<file path="src/hdl/completion_queue_cfg.svh">
// What this block does
// software places the second receive queue's 256-byte aligned host start address in bits 31:8.
// the second receive queue spans 4 KB or 8 KB of host memory as the size bit 5 selects.
// with bit 7 set the second receive queue is reached with 64-bit addressing cycles.
// software writes to the second receive producer index take effect only while bit 6 is set.
// the two-bit format field picks one, two, two or four word entries for codes 00 to 11.
// the fill threshold is four times the 4-bit threshold field.
// transmit sense bit 31 picks empty-at-or-below or valid-at-or-above for its status.
// first receive sense bit 15 picks empty-at-or-below or valid-at-or-above for its status.
// a queue is empty when its producer and consumer indices match.
// a queue is full when producer plus one equals consumer; a full second receive queue then gets no more entries.
// an index counts 4-byte units with the size bit clear and 8-byte units with it set.
// the transmit consumer index in bits 25:16 is written by software and read by the block.
// the first receive consumer index in bits 9:0 is written by software and read by the block.
// consumer register bits 30:26 and 14:10 read as zero and are written as zero.
// software loads the base address before enabling the queue; the block only reads it.
// each entry delivered to host memory advances the producer index by one, unless a software producer load lands in the same cycle; the load wins.
// the entry address is base plus the scaled producer index, the index wrapping at queue size.
`ifndef COMPLETION_QUEUE_CFG_SVH
`define COMPLETION_QUEUE_CFG_SVH

// ==========================================================
// register offsets
`define OFS_RXQ2_CONTROL   12'h0_0C0
`define OFS_CONSUMER_IDX   12'h0_0C4
`define OFS_RXQ2_POINTERS  12'h0_0E0
`define OFS_QUEUE_CONFIG   12'h0_0E4
`define OFS_QUEUE_STATUS   12'h0_0E8

// ==========================================================
// field positions
`define RXQ2_BASE_MSB      31
`define RXQ2_BASE_LSB      8
`define RXQ2_WIDE_BIT      7
`define RXQ2_PWE_BIT       6
`define RXQ2_SIZE_BIT      5
`define FMT_MSB            5
`define FMT_LSB            4
`define THR_MSB            3
`define THR_LSB            0
`define TXQ_SENSE_BIT      31
`define HI_IDX_MSB         25
`define HI_IDX_LSB         16
`define RXQ1_SENSE_BIT     15
`define LO_IDX_MSB         9
`define LO_IDX_LSB         0
`define CFG_TXQ_SIZE_BIT   4
`define CFG_RXQ1_THR_LSB   8
`define CFG_RXQ1_SIZE_BIT  12

// ==========================================================
// reset values and sizes
`define RST_RXQ2_CONTROL   32'h0000_0000
`define RST_CONSUMER_IDX   32'h0000_0000
`define RST_WORD           32'h0000_0000
`define CONSUMER_MASK      32'h83FF_83FF
`define POINTERS_MASK      32'h03FF_83FF
`define CONFIG_MASK        32'h0000_1F1F
`define QUEUE_LAST_ENTRY   10'h3_FF

`endif

</file>
<file path="src/hdl/completion_queue_pkg.sv">
package completion_queue_pkg;

   // descriptor engine states
   typedef enum logic [0:0] {
      ENG_IDLE,
      ENG_WRITE
   } engine_state_t;

   // entry formats of the second receive queue
   typedef enum logic [1:0] {
      FMT_ONE_WORD    = 2'h0,
      FMT_TWO_VLAN    = 2'h1,
      FMT_TWO_CSUM    = 2'h2,
      FMT_FOUR_WORD   = 2'h3
   } entry_format_t;

endpackage

</file>
<file path="src/hdl/completion_queue_control.sv">
`timescale 1ns/1ps
`include "completion_queue_cfg.svh"

module completion_queue_control (
   input  wire logic        clock,             // core clock, 200 MHz
   input  wire logic        reset_n,           // asynchronous reset, active low
   input  wire logic        psel,              // apb select
   input  wire logic        penable,           // apb enable
   input  wire logic        pwrite,            // apb direction
   input  wire logic [11:0] paddr,             // apb byte address
   input  wire logic [31:0] pwdata,            // apb write data
   output logic             pready,            // apb ready
   output logic [31:0]      prdata,            // apb read data
   output logic             pslverr,           // apb error, unmapped address
   input  wire logic [9:0]  txqProducer,       // transmit producer index
   input  wire logic [9:0]  rxq1Producer,      // first receive producer index
   input  wire logic        entryReq,          // entry waiting for second receive queue
   input  wire logic        dmaDone,           // bus master finished the entry
   output logic             dmaReq,            // entry write request
   output logic [31:0]      dmaAddr,           // host address of the entry
   output logic             dmaWide,           // use 64-bit addressing cycles
   output logic [2:0]       dmaWords,          // words in the entry
   output logic             entryWritten,      // pulse per delivered entry
   output logic             txqCompletionIrq,  // transmit threshold status
   output logic             rxq1CompletionIrq, // first receive threshold status
   output logic             rxq2CompletionIrq  // second receive threshold status
);

   // ==========================================================
   // register state
   logic [31:0] rxq2Control_r;
   logic [31:0] consumerIdx_r;
   logic [31:0] consumerIdx_nxt;
   logic [9:0]  rxq2Producer_r;
   logic [9:0]  rxq2Producer_nxt;
   logic [9:0]  rxq2Consumer_r;
   logic        rxq2Sense_r;
   logic [31:0] queueConfig_r;
   completion_queue_pkg::engine_state_t state_r;
   completion_queue_pkg::engine_state_t state_nxt;

   logic        pready_r;
   logic [31:0] prdata_r;
   logic        pslverr_r;
   logic        dmaReq_r;
   logic [31:0] dmaAddr_r;
   logic        dmaWide_r;
   logic [2:0]  dmaWords_r;
   logic        entryWritten_r;
   logic        txqIrq_r;
   logic        rxq1Irq_r;
   logic        rxq2Irq_r;

   // ==========================================================
   // apb decode
   logic        setupPhase;
   logic        writeTaken;
   logic        selControl;
   logic        selConsumer;
   logic        selPointers;
   logic        selConfig;
   logic        selStatus;
   logic        addrHit;
   logic [31:0] readMux;
   logic [31:0] statusWord;
   logic [31:0] pointersWord;

   assign setupPhase  = psel & ~penable;
   // a write lands only at the edge where the master sees ready
   assign writeTaken  = psel & penable & pready_r & pwrite & ~pslverr_r;
   assign selControl  = (paddr == `OFS_RXQ2_CONTROL);
   assign selConsumer = (paddr == `OFS_CONSUMER_IDX);
   assign selPointers = (paddr == `OFS_RXQ2_POINTERS);
   assign selConfig   = (paddr == `OFS_QUEUE_CONFIG);
   assign selStatus   = (paddr == `OFS_QUEUE_STATUS);
   assign addrHit     = selControl | selConsumer | selPointers | selConfig | selStatus;

   // ==========================================================
   // field views
   logic [31:0] rxq2Base;
   logic        rxq2Wide;
   logic        rxq2ProducerWe;
   logic        rxq2Size;
   logic [1:0]  rxq2Format;
   logic [3:0]  rxq2Threshold;
   logic [9:0]  txqConsumer;
   logic [9:0]  rxq1Consumer;
   logic        txqSense;
   logic        rxq1Sense;
   logic [3:0]  txqThreshold;
   logic [3:0]  rxq1Threshold;

   // base is 256-byte aligned by construction: its low byte is tied to zero
   assign rxq2Base       = {rxq2Control_r[`RXQ2_BASE_MSB:`RXQ2_BASE_LSB], 8'h00};
   assign rxq2Wide       = rxq2Control_r[`RXQ2_WIDE_BIT];
   assign rxq2ProducerWe = rxq2Control_r[`RXQ2_PWE_BIT];
   assign rxq2Size       = rxq2Control_r[`RXQ2_SIZE_BIT];
   assign rxq2Format     = rxq2Control_r[`FMT_MSB:`FMT_LSB];
   assign rxq2Threshold  = rxq2Control_r[`THR_MSB:`THR_LSB];
   assign txqConsumer    = consumerIdx_r[`HI_IDX_MSB:`HI_IDX_LSB];
   assign rxq1Consumer   = consumerIdx_r[`LO_IDX_MSB:`LO_IDX_LSB];
   assign txqSense       = consumerIdx_r[`TXQ_SENSE_BIT];
   assign rxq1Sense      = consumerIdx_r[`RXQ1_SENSE_BIT];
   assign txqThreshold   = queueConfig_r[`THR_MSB:`THR_LSB];
   assign rxq1Threshold  = queueConfig_r[`CFG_RXQ1_THR_LSB+3:`CFG_RXQ1_THR_LSB];

   // ==========================================================
   // queue trackers, one per completion queue
   logic txqEmpty, txqFull, txqHit;
   logic rxq1Empty, rxq1Full, rxq1Hit;
   logic rxq2Empty, rxq2Full, rxq2Hit;

   queue_tracker txqTrack (
      .producer     (txqProducer),
      .consumer     (txqConsumer),
      .thresholdFld (txqThreshold),
      .sense        (txqSense),
      .empty        (txqEmpty),
      .full         (txqFull),
      .thresholdHit (txqHit)
   );

   queue_tracker rxq1Track (
      .producer     (rxq1Producer),
      .consumer     (rxq1Consumer),
      .thresholdFld (rxq1Threshold),
      .sense        (rxq1Sense),
      .empty        (rxq1Empty),
      .full         (rxq1Full),
      .thresholdHit (rxq1Hit)
   );

   queue_tracker rxq2Track (
      .producer     (rxq2Producer_r),
      .consumer     (rxq2Consumer_r),
      .thresholdFld (rxq2Threshold),
      .sense        (rxq2Sense_r),
      .empty        (rxq2Empty),
      .full         (rxq2Full),
      .thresholdHit (rxq2Hit)
   );

   // ==========================================================
   // read data
   assign pointersWord = {6'h00, rxq2Producer_r, rxq2Sense_r, 5'h00, rxq2Consumer_r};
   assign statusWord   = {23'h00_0000, rxq2Hit, rxq2Full, rxq2Empty,
                          rxq1Hit, rxq1Full, rxq1Empty, txqHit, txqFull, txqEmpty};
   // reserved consumer bits are never stored, so they read as zero
   assign readMux = selControl  ? rxq2Control_r :
                    selConsumer ? consumerIdx_r :
                    selPointers ? pointersWord  :
                    selConfig   ? queueConfig_r :
                    selStatus   ? statusWord    : 32'h0000_0000;

   // ==========================================================
   // descriptor address and size
   logic [12:0] indexOffset;
   logic [31:0] entryAddr;
   logic [2:0]  entryWords;
   logic        engineStart;

   // 10-bit index spans 1024 entries: 4 KB of 4-byte or 8 KB of 8-byte units
   assign indexOffset = rxq2Size ? {rxq2Producer_r, 3'h0}
                                 : {1'b0, rxq2Producer_r, 2'h0};
   assign entryAddr   = rxq2Base + {19'h0_0000, indexOffset};
   assign entryWords  = (rxq2Format == completion_queue_pkg::FMT_ONE_WORD)  ? 3'h1 :
                        (rxq2Format == completion_queue_pkg::FMT_FOUR_WORD) ? 3'h4 : 3'h2;
   // a queue whose producer is open to software takes no entries
   assign engineStart = entryReq & ~rxq2Full & ~rxq2ProducerWe;

   // ==========================================================
   // engine sequencing
   always_comb begin
      state_nxt = state_r;
      unique case (state_r)
         completion_queue_pkg::ENG_IDLE: begin
            if (engineStart) begin
               state_nxt = completion_queue_pkg::ENG_WRITE;
            end
         end
         completion_queue_pkg::ENG_WRITE: begin
            if (dmaDone) begin
               state_nxt = completion_queue_pkg::ENG_IDLE;
            end
         end
      endcase
   end

   // ==========================================================
   // producer and consumer index next values
   logic        entryDone;
   logic        swProducerWrite;

   assign entryDone       = (state_r == completion_queue_pkg::ENG_WRITE) & dmaDone;
   assign swProducerWrite = writeTaken & selPointers & rxq2ProducerWe;
   // software load needs the engine held off, but an entry already in flight can finish in the same cycle; the load wins
   assign rxq2Producer_nxt = swProducerWrite ? pwdata[`HI_IDX_MSB:`HI_IDX_LSB] :
                             entryDone       ? 10'(rxq2Producer_r + 10'h001) :
                                               rxq2Producer_r;
   assign consumerIdx_nxt = pwdata & `CONSUMER_MASK;

   // ==========================================================
   // apb answer: ready in the first access cycle, zero wait
   always_ff @(posedge clock or negedge reset_n) begin
      if (!reset_n) begin
         pready_r  <= 1'b0;
         prdata_r  <= 32'h0000_0000;
         pslverr_r <= 1'b0;
      end else begin
         pready_r  <= setupPhase;
         prdata_r  <= setupPhase ? readMux : 32'h0000_0000;
         pslverr_r <= setupPhase & ~addrHit;
      end
   end

   // ==========================================================
   // software registers
   always_ff @(posedge clock or negedge reset_n) begin
      if (!reset_n) begin
         rxq2Control_r <= `RST_RXQ2_CONTROL;
         consumerIdx_r <= `RST_CONSUMER_IDX;
         queueConfig_r <= `RST_WORD;
         rxq2Consumer_r <= 10'h000;
         rxq2Sense_r   <= 1'b0;
      end else if (writeTaken) begin
         if (selControl) begin
            rxq2Control_r <= pwdata;
         end
         if (selConsumer) begin
            consumerIdx_r <= consumerIdx_nxt;
         end
         if (selConfig) begin
            queueConfig_r <= pwdata & `CONFIG_MASK;
         end
         if (selPointers) begin
            rxq2Consumer_r <= pwdata[`LO_IDX_MSB:`LO_IDX_LSB];
            rxq2Sense_r   <= pwdata[`RXQ1_SENSE_BIT];
         end
      end
   end

   // ==========================================================
   // engine and producer state
   always_ff @(posedge clock or negedge reset_n) begin
      if (!reset_n) begin
         state_r        <= completion_queue_pkg::ENG_IDLE;
         rxq2Producer_r <= 10'h000;
      end else begin
         state_r        <= state_nxt;
         rxq2Producer_r <= rxq2Producer_nxt;
      end
   end

   // ==========================================================
   // bus master request, held steady until the master finishes
   always_ff @(posedge clock or negedge reset_n) begin
      if (!reset_n) begin
         dmaReq_r       <= 1'b0;
         dmaAddr_r      <= 32'h0000_0000;
         dmaWide_r      <= 1'b0;
         dmaWords_r     <= 3'h0;
         entryWritten_r <= 1'b0;
      end else begin
         entryWritten_r <= entryDone;
         if ((state_r == completion_queue_pkg::ENG_IDLE) && engineStart) begin
            dmaReq_r   <= 1'b1;
            dmaAddr_r  <= entryAddr;
            dmaWide_r  <= rxq2Wide;
            dmaWords_r <= entryWords;
         end else if (entryDone) begin
            dmaReq_r   <= 1'b0;
         end
      end
   end

   // ==========================================================
   // threshold status, registered so outputs come from flops
   always_ff @(posedge clock or negedge reset_n) begin
      if (!reset_n) begin
         txqIrq_r  <= 1'b0;
         rxq1Irq_r <= 1'b0;
         rxq2Irq_r <= 1'b0;
      end else begin
         txqIrq_r  <= txqHit;
         rxq1Irq_r <= rxq1Hit;
         rxq2Irq_r <= rxq2Hit;
      end
   end

   // ==========================================================
   // outputs
   assign pready            = pready_r;
   assign prdata            = prdata_r;
   assign pslverr           = pslverr_r;
   assign dmaReq            = dmaReq_r;
   assign dmaAddr           = dmaAddr_r;
   assign dmaWide           = dmaWide_r;
   assign dmaWords          = dmaWords_r;
   assign entryWritten      = entryWritten_r;
   assign txqCompletionIrq  = txqIrq_r;
   assign rxq1CompletionIrq = rxq1Irq_r;
   assign rxq2CompletionIrq = rxq2Irq_r;

endmodule // completion_queue_control

</file>
<file path="src/hdl/queue_tracker.sv">
`timescale 1ns/1ps
`include "completion_queue_cfg.svh"

module queue_tracker (
   input  wire logic [9:0] producer,     // producer index
   input  wire logic [9:0] consumer,     // consumer index
   input  wire logic [3:0] thresholdFld, // threshold field
   input  wire logic       sense,        // 1: valid count, 0: empty count
   output logic            empty,        // queue empty
   output logic            full,         // queue full
   output logic            thresholdHit  // threshold condition met
);

   // ==========================================================
   // occupancy and threshold
   logic [9:0] validCount;
   logic [9:0] emptyCount;
   logic [9:0] threshold;

   // index arithmetic is modulo 1024, so wrap comes for free
   assign validCount   = producer - consumer;
   assign emptyCount   = `QUEUE_LAST_ENTRY - validCount;
   assign threshold    = {4'h0, thresholdFld, 2'h0};
   assign empty        = (producer == consumer);
   assign full         = (10'(producer + 10'h001) == consumer);
   assign thresholdHit = sense ? (validCount >= threshold)
                               : (emptyCount <= threshold);

endmodule // queue_tracker

</file>
<file path="config.mk">
export PLATFORM = sky130hd
export DESIGN_NAME = completion_queue_control
export DESIGN_NICKNAME = d
export VERILOG_FILES = /design/src/hdl/completion_queue_pkg.sv /design/src/hdl/completion_queue_control.sv /design/src/hdl/queue_tracker.sv
export VERILOG_INCLUDE_DIRS = /design/src /design/src/hdl
export SDC_FILE = /design/constraint.sdc
export NUM_CORES = 1
export LEC_CHECK = 0
export ABC_CLOCK_PERIOD_IN_PS = 4200
export BUFFER_PORTS_ARGS = -buffer_cell sky130_fd_sc_hd__clkbuf_2
export CAP_MARGIN = 30
export CORE_ASPECT_RATIO = 0.9
export CORE_MARGIN = 5
export CORE_UTILIZATION = 40
export DETAILED_ROUTE_END_ITERATION = 8
export PLACE_DENSITY = 0.61
export SETUP_SLACK_MARGIN = 0.1
export SYNTH_ARGS = -nofsm -noshare
export SYNTH_HDL_FRONTEND = slang
export SYNTH_SLANG_ARGS = --single-unit
</file>
<file path="constraint.sdc">
create_clock -name clock -period 4.2 [get_ports clock]
set_clock_uncertainty 0.15 [all_clocks]
set_input_delay 0.42 -clock clock [delete_from_list [all_inputs] [get_ports clock]]
set_output_delay 0.42 -clock clock [all_outputs]
set_load 0.03 [all_outputs]
</file>
==> results.cfg, run 1 <==
[worst_setup_path]
crit_type = flip-flop to flip-flop
ff2ff_setup_slack_ns = 0.81
start_kind = flip-flop
endpoint_kind = flip-flop
required_ns = 4.36
crit_arrival_ns = 3.55
cp_max_fo = 7

[pwr]
power_density_nw_per_um2 = 374
finalPower_w = 0.00425
ir_drop_uv = 211
p_leak_nw = 5.70

[synth]
ys_seq_area_frac = 0.409
synth.most_common_cell = dfrtp_1
netlist_area_um2 = 9730
synth_top_area_share = 0.409
synth_area_per_cell_um2 = 9.48
synthMuxAreaShare = 0.0953
ys_top_cells_by_count = dfrtp_1 (159), nor2_1 (95), a21oi_1 (82)
synth-seq-cells = 159
syn_inst = 1026
synth_adder_area_share = 0.0867
synth_edf_count = 0
async_flop_share = 1.00
synth-compound-area-share = 0.132
synth_top_family_by_area = simple AND/OR/NAND/NOR gates
synth_top_area_cell = dfrtp_1
synth_ff_type = dfrtp_1
yosys_warnings = 0
synth-simple-area-share = 0.139
ys_types = 62
yosys.area_share.xor_xnor = 0.0828
yosys-top-cells-area = dfrtp_1 (41%), ha_1 (7.8%), mux2_2 (4.7%)

[sta]
fin_ws_ns = 0.810
slew_headroom = 0.437
drv_slew = 0
rsz0062_at_grt = no
hold_viol = 0
fmax_mhz = 295
final-setup-viol-count = 0
max_slew.worst_pin.slew_ns = 0.844
post-route-period-util = 0.807
fin_setup_tns_ns = 0
whs_ns = 0.0581
fin_crit_ns = 3.39

[cells_and_area]
drive_gt1_frac = 0.212
multi_input_area_um2 = 5240
n_antenna_cell = 0
seqCellArea_um2 = 3980
final_nets = 1294
fillers = 2316
final_core_util = 0.470
area_growth_pct = 16.7

[placement]
dp_slack_ns = 0.672
dp_hpwl_um = 20800
port_buffers = 143
gp_congestion = 0.915

[detailed_routing]
ant_nets = 0
num_vias = 7847
drcViolationCount = 0
dr.pass1.iters = 5
viasPerCell = 5.31
first_iter_violations = 471
wl_per_cell_um = 18.4
routed_wl_um = 27300

[clocking]
cts_buffers = 17
clock-sinks = 159
cts_tree = yes
cts-htree-levels = 4
cts-root-buf = clkbuf_16
clockBufferDepth = 2
path_clk_slew_ns = 0.07
clk_latency_ns = 0.43

[global_route]
grt_pass1_vias = 7714
antenna_found_initial = 0
grt_usage = 0.198
grt_overflow = 0
grt_pass1_wl_um = 42700
grt_max_degree = 86

[floorplanning]
start_util = 0.403
ioPinCount = 146
row_count = 54
die_h_um = 158
fp.dieW_um = 174
die_area_um2 = 27500
core_um2 = 24100

[flow_run]
maxCapViolations = 0

[worst_hold_path]
min_path_type = primary input to flip-flop

[outcome]
status = complete, no violations
[layout by cell type (no fill, tap or decap), drive strengths merged, types with 8 or more instances in the layout]
cell type | synthesis | routed
a21o | 9 | 9
a21oi | 82 | 82
and2 | 11 | 11
and3 | 14 | 14
buf | 23 | 14
clkbuf | 22 | 159
dfrtp | 159 | 159
ha | 61 | 61
inv | 75 | 82
mux2 | 50 | 50
mux2i | 33 | 33
nand2 | 78 | 78
nand2b | 9 | 9
nand3 | 25 | 25
nand4 | 15 | 15
nor2 | 95 | 95
nor2b | 8 | 8
nor3 | 19 | 19
o21ai | 74 | 74
xnor2 | 47 | 47
xor2 | 45 | 45
[stage by stage]
step           std cells  area (um2)
4_1_cts             1479       11300
2_1_floorplan       1027        9730
3_5_place_dp        1446       10700
3_3_place_gp        1446       10700
5_1_grt             1479       11300
6_report            1479       11300
[flip-flops by register name, indices dropped and copies added (netlist names), 3 cells and up]
name	flops
dmaWords	3
dmaAddr	30
prdata	32
queueConfig_r	10
rxq2Producer_r	10
rxq2Consumer_r	10
rxq2Control_r	32
consumerIdx_r	22
[power by group]
part           total (W)  switching, W  internal [W]
Clock            0.00166      0.000705      0.000958
Combinational   0.000858      0.000543      0.000315
Sequential       0.00173      0.000111       0.00161
[worst max-delay path, stage by stage (launching register included)]
cell       delay (ns)
dfrtp_1          0.48
inv_1            0.12
ha_1             0.24
fa_1             0.40
nand2b_1         0.16
a21oi_1          0.25
xor2_1           0.23
ha_1             0.29
nor3_1           0.24
a21oi_1          0.09
o21ai_0          0.07
nand2_1          0.08
a41o_1           0.26
o2111ai_1        0.11
a21oi_1          0.09
[repair_timing]
action | CTS | global route
hold buffers | 1 | 0
endpoints found under the hold margin | 84 | 0
resized for setup | 0 | 0
setup buffers | 0 | 0
[layer usage]
layer	routed length [um]	GRT usage	up-vias
li1	-	-	3798
met2	12400	0.314	197
met1	13300	0.282	3827
met5	0	0	-
met4	308	0.0456	0
met3	1290	0.0382	25
[cell families after synthesis]
| logic type | count (synthesis) |
|---|---|
| AO/OA/AOI/OAI | 218 |
| XOR/XNOR | 92 |
| adder cells (fa/ha/maj) | 65 |
| buffers and inverters | 120 |
| flip-flops | 159 |
| multiplexers | 83 |
| other | 1 |
| AND/OR/NAND/NOR | 288 |
[area by class of cell]
cell class,count,area share
Inverter,75,0.0248
Tap cell,308,0.0340
Clock buffer,17,0.0375
Clock inverter,15,0.0174
Sequential cell,159,0.351
Timing Repair Buffer,157,0.0742
Multi-Input combinational cell,748,0.462
[worst paths after layout]
| check | startpoint | endpoint | depth (start not counted) |
|---|---|---|---|
| min in group asynchronous | reset_n | consumerIdx_r[8] | 2 |
| worst min register to register | dmaReq | dmaReq | 1 |
| max in group asynchronous | reset_n | state_r | 3 |
| worst min-delay path | pwdata[28] | rxq2Control_r[28] | 3 |
| worst max-delay path | rxq2Producer_r[0] | prdata[8] | 14 |
| worst max register to register | rxq2Producer_r[0] | prdata[8] | 14 |
Note: power is estimated with default switching activity, not from simulation.
==> run 2: changes to the inputs <==
- ABC_CLOCK_PERIOD_IN_PS: 4200 -> 3050
- PLACE_DENSITY: 0.61 -> 0.64
- clock period: 4.2 -> 3.05 ns (I/O delays scaled with it)
==> results.cfg, run 2 (synthesized netlist as in run 1, its figures left out) <==
[worst_setup_path]
endpoint_kind = flip-flop
start_kind = flip-flop
cp_max_fo = 3
crit_type = flip-flop to flip-flop
required_ns = 3.22
crit_arrival_ns = 3.15

[floorplanning]
row_count = 54
ioPinCount = 146
die_h_um = 158
fp.dieW_um = 174
die_area_um2 = 27500
core_um2 = 24100
start_util = 0.403

[detailed_routing]
drcViolationCount = 0
first_iter_violations = 562
ant_nets = 0
routed_wl_um = 29400
dr.pass1.iters = 5
num_vias = 8402
viasPerCell = 5.31
wl_per_cell_um = 18.6

[outcome]
status = complete, no violations

[pwr]
pwr-share-clk = 0.341
power_density_nw_per_um2 = 481
seqPwrFrac = 0.380
p_int_w = 0.00405
ir_drop_uv = 292
p_leak_nw = 6.20
p_sw_frac = 0.332
power.switching_w = 0.00201
p_comb_frac = 0.278

[clocking]
clock-sinks = 159
clockBufferDepth = 2
cts-root-buf = clkbuf_16
path_clk_slew_ns = 0.07
cts_tree = yes
cts-htree-levels = 4
cts_buffers = 17
clk_latency_ns = 0.44

[placement]
port_buffers = 143
place_area_um2 = 11200
gp_congestion = 0.900
dp_hpwl_um = 21800

[global_route]
grt_pass1_vias = 8409
antenna_found_initial = 1
grt_overflow = 0
grt_pass1_wl_um = 45700
grt_usage = 0.210
grt_max_degree = 57

[cells_and_area]
layout_commonest_cell = dfrtp_1
drive_gt1_frac = 0.309
area_growth_pct = 29.6
final_cell_mix = dfrtp_1 (155), clkbuf_2 (142), nor2_1 (95)
fin_area_um2 = 12600
n_antenna_cell = 0
final_nets = 1397

[sta]
fin_crit_ns = 2.98
hold_viol = 0
max_slew.worst_pin.slew_ns = 0.714
fin_setup_tns_ns = 0
rsz0062_at_grt = yes
fmax_mhz = 335
final-setup-viol-count = 0
drv_slew = 0
slew_headroom = 0.523
post-route-period-util = 0.978
whs_ns = 0.0282

[worst_hold_path]
min_path_type = primary input to flip-flop

[flow_run]
maxCapViolations = 0
[run 2: cell count changes in the layout (fill, tap and decap cells not counted), moves of 5 or more]
cell / previous run / this run
a21oi_1: 82 / 72
a21oi_2: 0 / 8
buf_4: 12 / 86
dlygate4sd3_1: 1 / 22
ha_1: 61 / 44
ha_4: 0 / 13
inv_1: 74 / 69
o21ai_0: 74 / 66
o21ai_1: 0 / 8
[run 2: layout make-up]
class                      count  area (um2)
clock buffer                  20         467
clock inverter                12        97.6
fill                        2206       11500
inverter                      75         284
multi-input combinational    748        5640
sequential                   159        3980
tap                          308         385
timing repair buffer         260        1750
[run 2: per-stage QoR]
stage | util | total power, W | setup slack (ns) | instances
2_1_floorplan | - | 0.00324 | 0.0982 | 1027
3_3_place_gp | 0.463 | 0.00369 | -0.0781 | 1501
3_5_place_dp | 0.463 | 0.00371 | -0.230 | 1501
4_1_cts | 0.504 | 0.00592 | 0.0966 | 1571
5_1_grt | 0.523 | 0.00635 | -0.0928 | 1582
6_report | 0.523 | 0.00606 | 0.0659 | 1582
[run 2: critical path: stages (launching register included)]
cell and delay, ns:
dfrtp_1 0.40, inv_2 0.11, ha_4 0.21, nor2b_4 0.12, o21bai_1 0.22, nand2_1 0.10
a21oi_2 0.18, xnor2_2 0.17, ha_4 0.26, nor3_4 0.19, a21oi_1 0.09, o21ai_1 0.07
a21oi_1 0.07, a31oi_1 0.22, a21oi_2 0.07, o211a_1 0.21
[run 2: worst paths after layout]
check                            startpoint                end  slack, ns  cells after the start
setup / recovery           consumerIdx_r[1]          prdata[5]       0.07                     15
hold / removal                    pwdata[8]  rxq2Consumer_r[8]       0.03                      3
setup reg to reg           consumerIdx_r[1]          prdata[5]       0.07                     15
hold reg to reg                      dmaReq             dmaReq       0.34                      1
max in group asynchronous           reset_n  rxq2Producer_r[5]       1.73                      3
min in group asynchronous           reset_n  rxq1CompletionIrq       0.22                      2
[run 2: power groups by stage]
stage / clock, W / sequential (W) / combinational [W]
global placement: 0 / 0.00234 / 0.00135
detailed placement: 0 / 0.00234 / 0.00137
CTS: 0.00211 / 0.00230 / 0.00151
floorplan: 0 / 0.00250 / 0.000736
global route: 0.00220 / 0.00232 / 0.00183
finish: 0.00207 / 0.00230 / 0.00169
[run 2: what timing repair did]
| action | in CTS | in global routing |
|---|---|---|
| buffers inserted | 17 | 11 |
| cloned | 0 | 1 |
| hold endpoints to repair | 80 | 0 |
| pin swaps | 26 | 45 |
| gates resized for setup | 19 | 67 |
| hold buffers | 22 | 0 |
| setup endpoints to repair | 6 | 24 |
[run 2: routing by layer]
metal	share of wire	global-route usage	routed length, um	vias up
met4	0.013	0.0494	378	0
met1	0.46	0.294	13600	4098
li1	-	-	-	4005
met3	0.059	0.0463	1740	37
met5	0	0	0	-
met2	0.47	0.336	13700	262
